[src/rtl/rco_pkg.sv]
// Shared constants for the reference clock output generator
package rco_pkg;

  // Register byte offsets (haddr[3:0])
  localparam logic [3:0]  OFS_TUNE      = 4'h0;  // Fast RC tuning
  localparam logic [3:0]  OFS_CTRL      = 4'h4;  // Reference clock control
  localparam logic [3:0]  OFS_TRIM      = 4'h8;  // Reference clock trim
  localparam logic [3:0]  OFS_UNLK      = 4'hc;  // Oscillator unlock keys
  localparam logic [3:0]  OFS_NONE      = 4'h3;  // Decodes to no register

  // Field widths
  localparam int          DIV_W         = 15;
  localparam int          SEL_W         = 4;
  localparam int          TUNE_W        = 6;
  localparam int          TRIM_W        = 9;
  localparam int          NSRC          = 9;

  // Control register field positions
  localparam int          CTRL_DIV_LSB  = 16;
  localparam int          CTRL_DIV_MSB  = 30;
  localparam int          CTRL_ON       = 15;
  localparam int          CTRL_STOP_IN_IDLE     = 13;
  localparam int          CTRL_OE       = 12;
  localparam int          CTRL_RUN_IN_SLEEP     = 11;
  localparam int          CTRL_SW       = 9;
  localparam int          CTRL_ACT      = 8;
  localparam logic [31:0] CTRL_RSV_MASK = 32'h8000_44f0;

  // Trim register field position
  localparam int          TRIM_LSB      = 23;

  // Source select codes
  localparam logic [3:0]  SEL_SYS       = 4'h0;  // System clock
  localparam logic [3:0]  SEL_PB        = 4'h1;  // Peripheral bus clock
  localparam logic [3:0]  SEL_POSC      = 4'h2;  // Primary oscillator
  localparam logic [3:0]  SEL_FRC       = 4'h3;  // Fast RC
  localparam logic [3:0]  SEL_LOW_POWER_RC_OSCILLATOR      = 4'h4;  // Low-power RC
  localparam logic [3:0]  SEL_SOSC      = 4'h5;  // Secondary oscillator
  localparam logic [3:0]  SEL_UPLL      = 4'h6;  // USB PLL
  localparam logic [3:0]  SEL_SPLL      = 4'h7;  // System PLL
  localparam logic [3:0]  SEL_EXT       = 4'h8;  // External reference input

  // Unlock keys, values arbitrary
  localparam logic [31:0] UNLK_KEY1     = 32'h0000_5a5a;
  localparam logic [31:0] UNLK_KEY2     = 32'h0000_a5a5;

  // Reset values
  localparam logic [31:0] REG_RST       = 32'h0000_0000;

  // Bus encodings
  localparam logic        HRESP_OKAY    = 1'b0;

endpackage

[src/rtl/rco_div_if.sv]
`timescale 1ns/10ps
// Control and result signals between the generator and its divider
interface rco_div_if;
  import rco_pkg::*;
  logic             level;     // Selected, synchronised source level
  logic             tick;      // One-cycle pulse on a source rising edge
  logic             run;       // Divider may run
  logic [DIV_W-1:0] div;       // Effective divider field
  logic             out;       // Divided clock
  logic             boundary;  // End of an output period
  modport ctl (output level, tick, run, div, input out, boundary);
  modport dv  (input level, tick, run, div, output out, boundary);
endinterface

[src/rtl/rco_refclk_gen.sv]
// Local design decisions: the register offsets and register access over AHB-Lite.
`timescale 1ns/10ps
// Function
// - Divide source by twice the divider field
// - Enable bit turns the module on
// - Stop-in-idle halts module during Idle
// - Output enable drives the clock pin
// - Run-in-sleep keeps output toggling in Sleep
// - Run-in-sleep ignored for system/bus clocks
// - Switch bit reads one until switch completes
// - Request status bit is hardware owned
// - While on, new divider and source wait for switch
// - Source select picks one of nine sources
// - Unimplemented register bits read zero
// - Tuning writes need the unlock sequence
// - Trim holds nine bits at the top
// - While on, trim writes wait for switch
module rco_refclk_gen import rco_pkg::*; (
  // Clock, reset and enable
  input  wire logic              clk,
  input  wire logic              rst_n,
  input  wire logic              clk_en,
  // Power state from the same clock domain
  input  wire logic              idle_mode,
  input  wire logic              sleep_mode,
  // Clock sources, indexed by source select code
  input  wire logic [NSRC-1:0]   src_clocks,
  // AHB-Lite slave
  input  wire logic              hsel,
  input  wire logic [31:0]       haddr,
  input  wire logic [1:0]        htrans,
  input  wire logic              hwrite,
  input  wire logic [2:0]        hsize,
  input  wire logic [31:0]       hwdata,
  input  wire logic              hready,
  output logic                   hreadyout,
  output logic [31:0]            hrdata,
  output logic                   hresp,
  // Reference clock pin
  output logic                   reference_clock_output_pin,
  output logic                   ref_pin_oe_n,
  // Settings for the oscillators
  output logic [TUNE_W-1:0]      fast_rc_tune,
  output logic [TRIM_W-1:0]      ref_trim
);

  // Everything the block remembers except the reset synchroniser and the divider lives in one
  // packed record, so the one register process is its only store and the clock
  // enable freezes all of it at once. Fields ending in _sw hold what software
  // last wrote; fields ending in _eff hold what is really in use. They
  // differ only while the module is on, from a write until a switch completes.
  // All generator state
  typedef struct packed {
    logic [NSRC-1:0]   s1;        // Source synchroniser, first stage
    logic [NSRC-1:0]   s2;        // Source synchroniser, second stage
    logic              lvl;       // Selected source level, last cycle
    logic              dph_wr;    // Write data phase pending
    logic              dph_rd;    // Read data phase pending
    logic [3:0]        dph_ofs;   // Offset of the data phase
    logic [31:0]       rdata;     // Read data
    logic              rdy;       // Ready to bus
    logic [TUNE_W-1:0] tune;      // Fast RC tuning value
    logic              key1;      // First unlock key seen
    logic              unlocked;  // One tuning write allowed
    logic              on;        // Module enable
    logic              stop_in_idle;      // Stop in idle
    logic              oe;        // Output drive enable
    logic              run_in_sleep;      // Run in sleep
    logic              sw;        // Divider switch request
    logic              act;       // Request status
    logic [DIV_W-1:0]  div_sw;    // Divider as written
    logic [DIV_W-1:0]  div_eff;   // Divider in use
    logic [SEL_W-1:0]  sel_sw;    // Source as written
    logic [SEL_W-1:0]  sel_eff;   // Source in use
    logic [TRIM_W-1:0] trim_sw;   // Trim as written
    logic [TRIM_W-1:0] trim_eff;  // Trim in use
    logic              pin;       // Pin level
    logic              pin_oe_n;  // Pin drive enable, active low
  } rco_state_t;

  rco_state_t  st_q;        // Registered state
  rco_state_t  st_d;        // Next state
  logic [1:0]  rst_sync_q;  // Reset release synchroniser
  logic        rst_int_n;   // Synchronised reset
  logic        run;         // Module running this cycle
  logic        lvl_sel;     // Selected source level
  logic        take;        // Address phase accepted
  logic        sw_set;      // Software sets the switch bit
  logic [15:0] src_pad;     // Sources padded to all select codes

  rco_div_if dif ();  // Divider link

  // System and bus clocks are themselves stopped in Sleep, so the
  // run-in-sleep bit cannot keep these two sources alive
  // True for the two clocks that always stop in Sleep
  function automatic logic fast_src(input logic [SEL_W-1:0] sel);
    return (sel == SEL_SYS) || (sel == SEL_PB);
  endfunction

  // Reads show what software wrote, not the settings in use, so a
  // pending switch shows up as readback differing from behaviour.
  // Unlock keys are write-only; unmapped offsets read as zero.
  // Register read view
  function automatic logic [31:0] rd_word(input rco_state_t s, input logic [3:0] ofs);
    logic [31:0] w;
    w = REG_RST;
    unique case (ofs)
      OFS_TUNE: begin
        w[TUNE_W-1:0] = s.tune;                       // Upper bits zero
      end
      OFS_CTRL: begin
        w[CTRL_DIV_MSB:CTRL_DIV_LSB] = s.div_sw;
        w[CTRL_ON]                   = s.on;
        w[CTRL_STOP_IN_IDLE]                 = s.stop_in_idle;
        w[CTRL_OE]                   = s.oe;
        w[CTRL_RUN_IN_SLEEP]                 = s.run_in_sleep;
        w[CTRL_SW]                   = s.sw;
        w[CTRL_ACT]                  = s.act;
        w[SEL_W-1:0]                 = s.sel_sw;      // Gaps stay zero
      end
      OFS_TRIM: begin
        w[31:TRIM_LSB] = s.trim_sw;                   // Low bits zero
      end
      default: begin
        w = REG_RST;                                  // Unlock and unmapped read zero
      end
    endcase
    return w;
  endfunction

  // Reset asserts at once but lifts on a clock edge two flops later,
  // so every flop leaves reset in the same cycle
  // Reset release through two flip-flops
  always_ff @(posedge clk or negedge rst_n) begin
    if (!rst_n) begin
      rst_sync_q <= 2'h0;
    end else begin
      rst_sync_q <= {rst_sync_q[0], 1'b1};
    end
  end
  assign rst_int_n = rst_sync_q[1];

  // Source clocks are asynchronous and pass two flops first. A source
  // faster than half of clk aliases and is counted wrongly.
  // Source mux; reserved codes select a constant low
  assign src_pad = {{(16-NSRC){1'b0}}, st_q.s2};
  assign lvl_sel = src_pad[st_q.sel_eff];

  // Power state inputs come from this clock domain, no synchroniser.
  // A halted module drives its pin low and restarts the divider.
  // Running: on, not stopped by Idle, not stopped by Sleep
  assign run = st_q.on
             & ~(idle_mode & st_q.stop_in_idle)
             & ~(sleep_mode & (~st_q.run_in_sleep | fast_src(st_q.sel_eff)));

  // A rising source edge against last cycle's level gives a one-cycle
  // tick that the divider counts
  // Divider link
  assign dif.level = lvl_sel;
  assign dif.tick  = lvl_sel & ~st_q.lvl;
  assign dif.run   = run;
  assign dif.div   = st_q.div_eff;

  // Zero wait states: a valid address phase is always taken and its
  // data phase follows in the next cycle
  // Address phase accepted
  assign take = hsel & htrans[1] & hready;

  // A written zero has no effect; the bit clears on completion or when the module is turned off
  // Software write of a one to the switch bit
  assign sw_set = st_q.dph_wr & (st_q.dph_ofs == OFS_CTRL) & hwdata[CTRL_SW];

  // Next-state logic
  always_comb begin
    st_d = st_q;
    // Fields not named below keep their value through the copy
    // Source synchronisers and edge history
    st_d.s1  = src_clocks;
    st_d.s2  = st_q.s1;
    st_d.lvl = lvl_sel;
    // Registered one cycle late, like the other status bits
    // Request status follows the running state
    st_d.act = run;
    // Write data stands one cycle after the address naming it
    // Register writes in the data phase
    if (st_q.dph_wr) begin
      unique case (st_q.dph_ofs)
        OFS_CTRL: begin
          st_d.div_sw = hwdata[CTRL_DIV_MSB:CTRL_DIV_LSB];
          st_d.on     = hwdata[CTRL_ON];
          st_d.stop_in_idle   = hwdata[CTRL_STOP_IN_IDLE];
          st_d.oe     = hwdata[CTRL_OE];
          st_d.run_in_sleep   = hwdata[CTRL_RUN_IN_SLEEP];
          st_d.sel_sw = hwdata[SEL_W-1:0];
        end
        OFS_TRIM: begin
          st_d.trim_sw = hwdata[31:TRIM_LSB];
        end
        OFS_TUNE: begin
          if (st_q.unlocked) begin
            st_d.tune     = hwdata[TUNE_W-1:0];
            st_d.unlocked = 1'b0;
          end
        end
        OFS_UNLK: begin
          st_d.key1     = (hwdata == UNLK_KEY1);
          st_d.unlocked = st_q.key1 & (hwdata == UNLK_KEY2);
        end
        default: begin
          st_d.rdy = 1'b1;                            // Unmapped write ignored
        end
      endcase
    end
    // Switch handshake. While off, written settings pass straight on.
    // While on they wait for the switch bit, then load only at the end
    // of an output period so the pin never shows a runt pulse. A halted
    // module has no period to finish and loads at once. A new request
    // in the completion cycle wins and keeps the bit set.
    // Settings take effect directly while off
    if (!st_d.on) begin
      st_d.div_eff  = st_d.div_sw;
      st_d.sel_eff  = st_d.sel_sw;
      st_d.trim_eff = st_d.trim_sw;
      st_d.sw       = 1'b0;
    end else if (sw_set) begin
      st_d.sw = 1'b1;                                 // Set wins over completion
    end else if (st_q.sw && (dif.boundary || !run)) begin
      st_d.div_eff  = st_d.div_sw;
      st_d.sel_eff  = st_d.sel_sw;
      st_d.trim_eff = st_d.trim_sw;
      st_d.sw       = 1'b0;
    end
    // Read data comes from the next state, so a read right after a
    // write to the same register already sees the new value
    // Next data phase
    st_d.rdy     = 1'b1;
    st_d.dph_wr  = take & hwrite;
    st_d.dph_rd  = take & ~hwrite;
    st_d.dph_ofs = (haddr[31:4] == 28'h0) ? haddr[3:0] : OFS_NONE;
    st_d.rdata   = (take & ~hwrite) ? rd_word(st_d, st_d.dph_ofs) : REG_RST;
    // Drive enable follows on and output enable only, so a halted
    // module holds its pin low instead of letting it float
    // Pin follows the divider while driven
    st_d.pin      = run & st_q.oe & dif.out;
    st_d.pin_oe_n = ~(st_q.on & st_q.oe);
  end

  // Reset values make the bus ready and the pin undriven from the
  // first edge, before any software access
  // State register
  always_ff @(posedge clk or negedge rst_int_n) begin
    if (!rst_int_n) begin
      st_q          <= '0;
      st_q.rdy      <= 1'b1;
      st_q.pin_oe_n <= 1'b1;
    end else if (clk_en) begin
      st_q <= st_d;
    end
  end

  // Runs from the same synchronised reset and clock enable
  // Divider
  rco_divider u_div (
    .clk    (clk),
    .rst_n  (rst_int_n),
    .clk_en (clk_en),
    .dif    (dif.dv)
  );

  // Outputs come from state flops; the response is a constant OKAY
  // because no access is ever refused
  // Outputs
  assign hreadyout                  = st_q.rdy;
  assign hrdata                     = st_q.rdata;
  assign hresp                      = HRESP_OKAY;
  assign reference_clock_output_pin = st_q.pin;
  assign ref_pin_oe_n               = st_q.pin_oe_n;
  assign fast_rc_tune               = st_q.tune;
  assign ref_trim                   = st_q.trim_eff;

  // Checks on readback, settings hold-off, halting and pin drive
  // Helper: write to the tuning register in this cycle
  logic wr_tune;
  assign wr_tune = st_q.dph_wr && (st_q.dph_ofs == OFS_TUNE);
endmodule // rco_refclk_gen

[src/rtl/rco_divider.sv]
`timescale 1ns/10ps
// Even divider: toggles every div source edges, passes through at zero
module rco_divider import rco_pkg::*; (
  // Clock and reset
  input  wire logic clk,
  input  wire logic rst_n,
  input  wire logic clk_en,
  // Divider link
  rco_div_if.dv     dif
);

  // All divider state
  typedef struct packed {
    logic [DIV_W-1:0] cnt;  // Source edges in current half period
    logic             out;  // Output level
  } rco_div_state_t;

  rco_div_state_t st_q;  // Registered state
  rco_div_state_t st_d;  // Next state

  // Last edge of the current half period
  logic last;
  assign last = (st_q.cnt == DIV_W'(dif.div - 15'h0001));

  // Period ends on the falling toggle, or every edge in pass-through
  assign dif.boundary = dif.tick & ((dif.div == '0) | (last & st_q.out));
  assign dif.out      = st_q.out;

  // Next-state logic
  always_comb begin
    st_d = st_q;
    if (!dif.run) begin
      st_d = '0;                                 // Halted output sits low
    end else if (dif.div == '0) begin
      st_d.out = dif.level;                      // Undivided pass-through
      st_d.cnt = '0;
    end else if (dif.tick) begin
      if (last) begin
        st_d.cnt = '0;                           // Half period of div edges
        st_d.out = ~st_q.out;
      end else begin
        st_d.cnt = st_q.cnt + 15'h0001;
      end
    end
  end

  // State register
  always_ff @(posedge clk or negedge rst_n) begin
    if (!rst_n) begin
      st_q <= '0;
    end else if (clk_en) begin
      st_q <= st_d;
    end
  end
endmodule // rco_divider

[config.mk]
export PLATFORM = sky130hd
export DESIGN_NAME = rco_refclk_gen
export DESIGN_NICKNAME = d
export VERILOG_FILES = /design/src/rtl/rco_pkg.sv /design/src/rtl/rco_div_if.sv /design/src/rtl/rco_refclk_gen.sv /design/src/rtl/rco_divider.sv
export SDC_FILE = /design/constraint.sdc
export NUM_CORES = 1
export LEC_CHECK = 0
export ABC_AREA = 1
export BUFFER_PORTS_ARGS = -buffer_cell sky130_fd_sc_hd__buf_4
export CORE_MARGIN = 2
export CORE_UTILIZATION = 50
export CTS_BUF_LIST = sky130_fd_sc_hd__clkbuf_16
export DETAILED_ROUTE_END_ITERATION = 7
export PLACE_DENSITY_LB_ADDON = 0.25
export SETUP_SLACK_MARGIN = 0.02
export SLEW_MARGIN = 15
export SYNTH_ARGS = -nofsm -noshare
export SYNTH_HDL_FRONTEND = slang
export SYNTH_SLANG_ARGS = --single-unit
[constraint.sdc]
create_clock -name clk -period 7.8 [get_ports clk]
set_input_delay 0.39 -clock clk [delete_from_list [all_inputs] [get_ports clk]]
set_output_delay 0.39 -clock clk [all_outputs]
set_load 0.05 [all_outputs]
==> metrics.cfg, run 1 <==
[clock_tree]
path_clk_slew_ns = 0.06
clockBufferDepth = 2
cts_buffers = 17
clkSinkCount = 141
cts-resized-gates = 0
clockRootBuffer = clkbuf_16
clk_latency_ns = 0.42
htreeDepth = 4
post-cts-setup-buffer-count = 0
cts_tree = yes

[timing]
clock_skew_ns = 0.009540
rsz0062_at_grt = false
finalSetupViolCount = 0
fmax_mhz = 305.2
slew_viol_final = 0
fin_setup_tns_ns = 0
hold_viol = 0
period_share_pct = 42.01
relSlewSlack_pct = 39.21
period_minus_slack_ns = 3.276
tightest_slew_ns = 0.9119

[critical_path]
crit_top_cell = nand2_1
reg2reg_to = dif.div[11]$_DFFE_PN0P_
cp_max_fo = 29
reg2reg_depth = 16
crit_path_top_delay_cell = nand2_2
crit_family = simple AND/OR/NAND/NOR gates
crit_chain = inv_1, ha_1, nand2_1, nand2_1, nor2_1, nand3_1, nor2_1, nand3_1, nor2_1, nand3_2, nand2_2, nand3_2, nand2_2, nand2_2, nand2_1, nand2_1
crit_arrival_ns = 3.58
crit_buf_inv = 1
cp_data_required_time_ns = 8.10
critPathLaunch = dif.div[0]$_DFFE_PN0P_
worst_setup_path_end_kind = register
worstReg2RegStart = dif.div[0]$_DFFE_PN0P_
start_kind = register
cp.depth = 16
max_stage_delay_ns = 0.52
critPathKind = register to register
r2r_setup_slack_ns = 4.52

[job]
cap_viol_max_count = 0

[floorplanning]
fp.dieH_um = 128.2
pin_count = 137
initial_core_util_pct = 50.93
fp.dieArea_um2 = 16440
rows = 45
die_w_um = 128.2
core-area_um2 = 15150

[logic_synthesis]
ys_seq_area_share_pct = 45.76
postSynthRegisterBits = 141
yosys_warnings = 0
syn_avg_cell_area_um2 = 7.424
synthArstFlopShare_pct = 100.0
yosysTopAreaCellShare_pct = 45.42
yosysMostFrequentCell = nand2_1
synth_ff_type = dfrtp_1
yosysTopAreaCell = dfrtp_1
synth_common_cells = nand2_1, dfrtp_1, inv_1
synth.area.top_cells = dfrtp_1, nand2_1, o21ai_0
ys_types = 39
synth_edf_count = 0
syn_area_um2 = 7714
synthCells = 1039

[power]
p_leak_nw = 4.615
ir_worst_vdd_mv = 0.1451
powerDensity_nw_per_um2 = 222.5

[detailed_routing]
viasPerCell = 5.196
wire_per_inst_um = 14.34
dr.first_iter.drc_count = 425
vias = 6807
routed_wl_mm = 18.79
ant_nets = 0
firstDrtPassIters = 5
drc_errors = 0

[hold_path]
holdPathEnd = st_d[112]$_DFFE_PN0P_
hold_class = primary input to register
whs_path_depth = 3
holdCritStartpoint = src_clocks[0]

[layout]
syn2layout_area_growth_pct = 16.11
fin_nets = 1197
drive_above_1_share_pct = 15.78
diodes = 0
final_cells = 1310

[global_routing]
first_global_vias = 6459
overflow = 0
grt_max_degree = 83
antenna_found_initial = 0
track_usage_pct = 24.23
grt_pass1_wl_mm = 31.60

[place]
placed_cells = 1277
gp_congestion = 0.8788
dp_hpwl_mm = 13.43
io_buffers = 126

[status]
run_status = complete, no violations

repair_timing:
item                                   CTS  global route
endpoints found under the hold margin    2             0
setup endpoints to repair                0             0
hold buffers                             1             0
area by class of cell:
| cell class | count | area (µm²) |
|---|---|---|
| Inverter | 111 | 416.7 |
| Sequential cell | 141 | 3533 |
| Multi-Input combinational cell | 708 | 3233 |
| Clock buffer | 17 | 425.4 |
| Timing Repair Buffer | 130 | 978.4 |
| Fill cell | 1413 | 6190 |
| Tap cell | 188 | 235.2 |
| Clock inverter | 15 | 133.9 |
per-layer routing:
metal,wire (µm),track usage (%)
met1,8656,33.14
met2,9147,39.27
met3,721,4.549
met4,263,7.498
met5,0,0
sequential cells by signal, indices dropped and copies added, names as in the netlist, 2 cells and up:
register / count
st_q: 45
ref_trim: 9
u_div.st_q: 15
st_d: 9
hrdata: 28
src_pad: 9
rst_sync_q: 2
fast_rc_tune: 6
dif.div: 15
cell usage in the layout (no fill, tap or decap), types with 2 or more instances in the layout:
cell type	instances
conb_1	7
nand2_2	4
nand3_2	2
ha_1	2
nand3b_1	3
or2_2	4
nor2_1	65
o21ai_0	105
o21ai_1	10
clkinvlp_4	3
nand4_1	23
inv_1	112
xor2_1	9
a21oi_1	16
bufinv_16	2
clkinv_1	2
clkinv_4	2
nand3_1	73
nor4_1	14
a31oi_1	4
clkbuf_16	17
buf_4	129
clkinv_2	3
nor2_4	3
nor2_2	3
xnor2_1	4
o31ai_1	4
nor3_1	7
inv_2	2
o41ai_1	2
nand2_1	337
dfrtp_1	139
power breakdown:
group	switching [mW]	internal, mW
Combinational	0.258	0.133
Clock	0.302	0.462
Sequential	0.0523	0.786
logic make-up after synthesis:
group,count (synthesis),share of synthesized area (%)
AOI/OAI and AO/OA,144,9.749
adders and majority gates,2,0.3244
xor gates and xnor gates,13,1.476
buffers and inverters,195,12.57
other,2,0.09736
and+or+nand+nor,542,30.02
DFF,141,45.76
worst register-to-register path, delay by kind of cell (launching register included):
family                     cells  cell delay (ns)
adders and majority gates      1             0.28
buffers and inverters          1             0.17
and+or+nand+nor               14             2.32
DFF                            1             0.39
stage by stage:
step	util, %	setup slack (ns)	total power [mW]	cell area (µm²)	hold slack (ns)
floorplan	-	3.582	1.134	7732	0.09441
global placement	55.37	4.565	1.228	8387	0.1734
detailed placement	55.37	4.557	1.237	8387	0.1746
CTS	59.13	4.527	2.004	8956	0.1524
global route	59.13	4.119	2.100	8956	0.1565
finish	59.13	4.524	1.993	8956	0.1643
how the worst max path moves through the flow:
stage / end / slack, ns
finish: dif.div[11]$_DFFE_PN0P_ / 4.52
global route: dif.div[13]$_DFFE_PN0P_ / 4.12
floorplan: dif.div[0]$_DFFE_PN0P_ / 3.58
detailed placement: ref_trim[8]$_DFFE_PN0P_ / 4.56
CTS: dif.div[0]$_DFFE_PN0P_ / 4.53
global placement: dif.div[0]$_DFFE_PN0P_ / 4.56
Power figures use the tool's default switching activity.
==> run 2: changes to the inputs <==
==> constraint.sdc (replaced) <==
create_clock -name clk -period 2.8 [get_ports clk]
set_input_delay 0.14 -clock clk [delete_from_list [all_inputs] [get_ports clk]]
set_output_delay 0.14 -clock clk [all_outputs]
set_load 0.05 [all_outputs]
==> run 2 against run 1 <==
Combinational power rose to 2.9 times the previous value. Fmax increased by 31%. Sequential power rose to 2.8 times the previous value. Clock skew fell by 0.0033 ns. Register-to-register slack worse by 4.2 ns. Critical endpoint is now ref_trim[7]$_DFFE_PN0P_. Utilization grew 1.6 points. Global-route usage is 0.10 points lower. Non-clock buffer count is 22 higher. Clock power grew to 3.0 times the previous value. Setup slack worse by 4.2 ns. Power grew to 2.9 times the previous value.
==> metrics.cfg, run 2 (synthesized netlist as in run 1, its figures left out) <==
[layout]
drive_above_1_share_pct = 16.65  ; +0.88 points
syn2layout_area_growth_pct = 19.29
mostFrequentLayoutCell = nand2_1
largest_register = st_q
final_cell_mix = nand2_1, dfrtp_1, buf_4
fill_cells = 1326  ; -6.2%
diodes = 0  ; unchanged
fin_nets = 1219  ; +1.8%
largest_reg_flops = 45  ; unchanged
final_area_um2 = 9201  ; +2.7%

[timing]
tightest_slew_ns = 0.7074  ; -0.2044 ns
slew_viol_final = 0  ; unchanged
finalSetupViolCount = 0  ; unchanged
fmax_mhz = 401.0  ; +31%
clock_skew_ns = 0.006260  ; -0.003280 ns
relSlewSlack_pct = 52.66  ; +13 points
period_minus_slack_ns = 2.493  ; -0.7829 ns
timing.final.ws_setup_ns = 0.3065  ; -4.217 ns
fin_setup_tns_ns = 0  ; unchanged
hold_viol = 0  ; unchanged
rsz0062_at_grt = false
whs_ns = 0.01267  ; -0.1517 ns
period_share_pct = 89.05  ; +47 points

[critical_path]
worst_setup_path_end_kind = register
cp_data_required_time_ns = 3.11  ; -4.99 ns
crit_arrival_ns = 2.80  ; -0.78 ns
start_kind = register
critPathKind = register to register
reg2reg_depth = 16  ; unchanged
cp_max_fo = 20  ; -31%
reg2reg_to = ref_trim[7]$_DFFE_PN0P_
r2r_setup_slack_ns = 0.31  ; -4.22 ns
worstReg2RegStart = dif.div[0]$_DFFE_PN0P_

[power]
p_int_mw = 4.040  ; +190%
ir_worst_vdd_mv = 0.4038  ; +180%
powerDensity_nw_per_um2 = 621.7  ; +180%
p_leak_nw = 4.739  ; +2.7%
switching_share_pct = 29.37  ; -1.3 points
seq_power_share_pct = 40.7  ; -1.3 points
p_total_mw = 5.721  ; +190%
pwr-share-clk_pct = 39.6  ; +1.2 points
power_frac_comb_pct = 19.8  ; +0.2 points
p_sw_mw = 1.680  ; +170%

[detailed_routing]
dr.first_iter.drc_count = 477  ; +12%
ant_nets = 0  ; unchanged
vias = 6848  ; +0.60%
wire_per_inst_um = 14.11  ; -1.6%
viasPerCell = 5.153  ; -0.84%
routed_wl_mm = 18.75  ; -0.21%
firstDrtPassIters = 7  ; +2
drc_errors = 0  ; unchanged

[global_routing]
grt_pass1_wl_mm = 31.22  ; -1.2%
first_global_vias = 6491  ; +0.50%
grt_max_degree = 75  ; -9.6%
track_usage_pct = 24.13  ; -0.10 points
overflow = 0  ; unchanged
antenna_found_initial = 0  ; unchanged

[hold_path]
whs_path_depth = 4  ; +1
holdPathEnd = st_q[65]$_DFFE_PN0P_
hold_class = primary input to register
holdCritStartpoint = hwdata[7]

[place]
post-place-ws_ns = 0.2683  ; -4.289 ns
dp_hpwl_mm = 13.77  ; +2.6%
io_buffers = 126  ; unchanged
placed_area_um2 = 8502  ; +1.4%
gp_congestion = 0.8655  ; -1.5%

[clock_tree]
htreeDepth = 4  ; unchanged
path_clk_slew_ns = 0.05  ; about the same
clockRootBuffer = clkbuf_16
clk_latency_ns = 0.42  ; about the same
cts_buffers = 17  ; unchanged
post-cts-setup-buffer-count = 0  ; unchanged
cts_tree = yes
clkSinkCount = 141  ; unchanged
clockBufferDepth = 2  ; unchanged

[floorplanning]
die_w_um = 128.2  ; unchanged
core-area_um2 = 15150  ; unchanged
fp.dieH_um = 128.2  ; unchanged
rows = 45  ; unchanged
pin_count = 137  ; unchanged
fp.dieArea_um2 = 16440  ; unchanged
initial_core_util_pct = 50.93  ; unchanged

[job]
cap_viol_max_count = 0  ; unchanged

[status]
run_status = complete, no violations

## run 2: cell count changes in the layout (fill, tap and decap cells not counted), moves of 2 or more
cell / before / now
dlygate4sd3_1: 1 / 11
buf_4: 129 / 138
clkinvlp_4: 3 / 0
inv_1: 112 / 109
buf_12: 0 / 2
bufinv_16: 2 / 4
clkinv_4: 2 / 0
## run 2: how the worst max path moves through the flow
stage                            startpoint                      end  slack (ns)  depth (start not counted)
global placement     dif.div[0]$_DFFE_PN0P_  dif.div[12]$_DFFE_PN0P_        0.33                         16
detailed placement   dif.div[0]$_DFFE_PN0P_   dif.div[8]$_DFFE_PN0P_        0.27                         16
CTS                  dif.div[0]$_DFFE_PN0P_  ref_trim[6]$_DFFE_PN0P_        0.24                         15
finish               dif.div[0]$_DFFE_PN0P_  ref_trim[7]$_DFFE_PN0P_        0.31                         16
floorplan           rst_sync_q[1]$_DFF_PN0_   dif.div[0]$_DFFE_PN0P_        0.46                          0
global route         dif.div[0]$_DFFE_PN0P_  dif.div[14]$_DFFE_PN0P_        0.04                         16
## run 2: cell type report
cell class                 instances  area (µm²)  share of cell area (%)
multi-input combinational        708        3238                   35.19
clock inverter                    12       155.1                   1.686
inverter                         111       416.7                   4.528
tap                              188       235.2                   2.556
sequential                       141        3533                   38.40
clock buffer                      17       425.4                   4.623
timing repair buffer             152        1197                   13.01
## run 2: power by group through the flow
| stage | clock network, mW | logic, mW | registers [mW] |
|---|---|---|---|
| 2_1_floorplan | 0 | 0.819 | 2.34 |
| 3_3_place_gp | 0 | 1.09 | 2.36 |
| 3_5_place_dp | 0 | 1.11 | 2.36 |
| 4_1_cts | 2.29 | 1.13 | 2.33 |
| 5_1_grt | 2.38 | 1.28 | 2.35 |
| 6_report | 2.26 | 1.13 | 2.33 |
## run 2: repair_timing
action	in CTS	in global routing
endpoints found under the hold margin	12	0
gates resized for setup	0	4
setup endpoints to repair	0	32
hold buffers	11	0
## run 2: worst max-delay path, stage by stage (launching register included)
cell and delay [ns]:
dfrtp_1 0.41, inv_2 0.12, ha_1 0.22, inv_1 0.10
nor2_4 0.17, nand3_1 0.17, nand2_1 0.10, nand4_1 0.10
nor2_1 0.12, nand3_2 0.14, nand2_2 0.11, nand3_2 0.06
nand2_2 0.08, nand2_2 0.16, buf_12 0.22, nand2_1 0.07
nand2_1 0.05
## run 2: per-layer routing
layer	share of wire, %	track usage [%]
met1	45	32.39
met2	48	38.83
met3	5.2	5.634
met4	2.0	7.886
met5	0	0
## run 2: through the flow
step | util (%) | cells
final | 60.75 | 1329
after global routing | 60.75 | 1329
after global placement | 56.13 | 1289
after floorplan | - | 1044
after detailed placement | 56.13 | 1289
after CTS | 60.69 | 1329
==> run 3: changes to the inputs <==
--- a/config.mk
+++ b/config.mk
@@ -8,7 +8,7 @@
 export ABC_AREA = 1
 export BUFFER_PORTS_ARGS = -buffer_cell sky130_fd_sc_hd__buf_4
 export CORE_MARGIN = 2
-export CORE_UTILIZATION = 50
+export CORE_UTILIZATION = 51
 export CTS_BUF_LIST = sky130_fd_sc_hd__clkbuf_16
 export DETAILED_ROUTE_END_ITERATION = 7
 export PLACE_DENSITY_LB_ADDON = 0.25
==> run 3 against run 2 <==
Routed wire length up 1.0%. Critical path depth unchanged. Fmax down 3.7%. Cell area down 0.30%. Sequential cell count unchanged. Non-clock buffer count down 1. Global-route usage up 1.0 points. Clock power down 5%. Combinational power about the same. Cell count down 0.23%. Critical path type unchanged. Critical endpoint is now dif.div[14]$_DFFE_PN0P_. Largest cell class unchanged.
==> metrics.cfg, run 3 (synthesized netlist as in run 1, its figures left out) <==
[critical_path]
cp.depth = 16  ; unchanged
crit_arrival_ns = 2.90  ; +0.10 ns
critPathKind = register to register
crit_path_top_delay_cell = dfrtp_1
max_stage_delay_ns = 0.41  ; about the same
crit_top_cell = nand2_1
crit_family = simple AND/OR/NAND/NOR gates
worstReg2RegStart = dif.div[0]$_DFFE_PN0P_
reg2reg_depth = 16  ; unchanged
worst_setup_path_end_kind = register
start_kind = register
crit_buf_inv = 3  ; unchanged
crit_chain = inv_1, ha_2, inv_1, nor2_4, nand3_1, nand2_1, nand4_1, nor2_1, nand3_2, nand2_2, nand3_2, nand2_2, nand2_4, buf_12, nand2_1, nand2_1
cp_data_required_time_ns = 3.11  ; about the same
cp_max_fo = 20  ; unchanged
critPathLaunch = dif.div[0]$_DFFE_PN0P_

[layout]
drive_above_1_share_pct = 16.46  ; -0.19 points
final_cell_mix = nand2_1, dfrtp_1, buf_4
syn2layout_area_growth_pct = 18.93
diodes = 0  ; unchanged
largest_reg_flops = 45  ; unchanged
final_util_pct = 62.65  ; +1.9 points
fin_nets = 1218  ; -0.082%
mostFrequentLayoutCell = nand2_1
regArea_um2 = 3533  ; unchanged
multiInputGateArea_um2 = 3243  ; +0.15%
final_area_um2 = 9174  ; -0.30%
largest_register = st_q
fill_cells = 1256  ; -5.3%

[power]
ir_worst_vdd_mv = 0.3939  ; -2.4%
powerDensity_nw_per_um2 = 611.1  ; -1.7%
p_leak_nw = 4.719  ; -0.41%

[global_routing]
antenna_found_initial = 0  ; unchanged
grt_max_degree = 75  ; unchanged
track_usage_pct = 25.13  ; +1.0 points
grt_pass1_wl_mm = 32.46  ; +4.0%
overflow = 0  ; unchanged
first_global_vias = 6756  ; +4.1%

[timing]
fin_setup_tns_ns = 0  ; unchanged
rsz0062_at_grt = false
period_minus_slack_ns = 2.589  ; +0.09520 ns
hold_viol = 0  ; unchanged
finalSetupViolCount = 0  ; unchanged
fmax_mhz = 386.3  ; -3.7%
clock_skew_ns = 0.007781  ; +0.001521 ns
period_share_pct = 92.45  ; +3.4 points
tightest_slew_ns = 0.7865  ; +0.07912 ns
relSlewSlack_pct = 47.49  ; -5.2 points
slew_viol_final = 0  ; unchanged

[place]
io_buffers = 126  ; unchanged
gp_congestion = 0.8756  ; +1.2%
placed_area_um2 = 8482  ; -0.24%
dp_hpwl_mm = 13.61  ; -1.2%

[floorplanning]
fp.dieH_um = 127.0  ; -0.96%
fp.dieArea_um2 = 16120  ; -1.9%
core-area_um2 = 14640  ; -3.3%
rows = 44  ; -2.2%
initial_core_util_pct = 52.67  ; +1.7 points
die_w_um = 127.0  ; -0.96%
pin_count = 137  ; unchanged

[detailed_routing]
viasPerCell = 5.244  ; +1.8%
firstDrtPassIters = 5  ; -2
routed_wl_mm = 18.94  ; +1.0%
dr.first_iter.drc_count = 488  ; +2.3%
drc_errors = 0  ; unchanged
vias = 6953  ; +1.5%
ant_nets = 0  ; unchanged
wire_per_inst_um = 14.29  ; +1.3%

[clock_tree]
clockBufferDepth = 2  ; unchanged
clkSinkCount = 141  ; unchanged
clk_latency_ns = 0.43  ; about the same
cts_tree = yes
cts_buffers = 17  ; unchanged
path_clk_slew_ns = 0.06  ; about the same
htreeDepth = 4  ; unchanged
clockRootBuffer = clkbuf_16
post-cts-setup-buffer-count = 0  ; unchanged

[job]
cap_viol_max_count = 0  ; unchanged

[hold_path]
hold_class = primary input to register
holdCritStartpoint = hwdata[14]
whs_path_depth = 4  ; unchanged

[status]
run_status = complete, no violations

run 3: changes by cell type in the layout (fill, tap and decap cells not counted), moves of 2 or more:
cell / delta
buf_4: -2
clkinvlp_4: +3
clkinv_2: -3
inv_1: +3
bufinv_16: -2
nand2_2: -2
clkinv_4: +2
run 3: metrics by stage:
stage / setup slack [ns] / hold WS (ns) / cells / power, mW
after detailed placement: 0.2090 / -0.07582 / 1283 / 3.469
after CTS: 0.1458 / 0.007719 / 1326 / 5.618
final: 0.2113 / 0.01549 / 1326 / 5.606
after floorplan: 0.4591 / -0.1556 / 1044 / 3.158
after global placement: 0.3080 / -0.07668 / 1283 / 3.443
after global routing: 0.02244 / 0.03125 / 1326 / 5.909
run 3: metal layers:
metal	up-vias	part of all wire, %	global-route usage [%]
met5	-	0	0
li1	3464	-	-
met2	194	48	41.97
met1	3266	45	33.26
met4	0	2.1	8.339
met3	29	4.6	4.816
run 3: worst register-to-register path, cell delays in order (launching register included):
cell,delay [ns]
dfrtp_1,0.41
inv_1,0.18
ha_2,0.24
inv_1,0.08
nor2_4,0.18
nand3_1,0.18
nand2_1,0.10
nand4_1,0.09
nor2_1,0.12
nand3_2,0.14
nand2_2,0.14
nand3_2,0.08
nand2_2,0.11
nand2_4,0.11
buf_12,0.20
nand2_1,0.07
nand2_1,0.05
run 3: area by class of cell:
cell class	count	share of cell area [%]
well taps	184	2.510
multi-input cells	708	35.35
clock buffers	17	4.637
repair buffers	151	13.00
clock inverters	14	1.446
flip-flops and latches	141	38.52
inverters	111	4.542
run 3: repair_timing:
item                                   CTS  global route
hold buffers                            12             0
resized for setup                        0             4
setup endpoints to repair                0            28
endpoints found under the hold margin   13             0
run 3: path summary, 6_finish.rpt:
check / to / slack [ns]
min reg2reg: st_d[116]$_DFFE_PN0P_ / 0.30
min in group asynchronous: rst_sync_q[1]$_DFF_PN0_ / 0.03
max: dif.div[14]$_DFFE_PN0P_ / 0.21
max in group asynchronous: ref_pin_oe_n$_DFFE_PN1P_ / 1.70
max reg2reg: dif.div[14]$_DFFE_PN0P_ / 0.21
min: st_q[64]$_DFFE_PN0P_ / 0.02
run 3: report_power, final:
part           switching, mW  internal (mW)
logic                  0.740          0.406
clock network          0.847           1.29
registers              0.135           2.19
total                   1.72           3.88
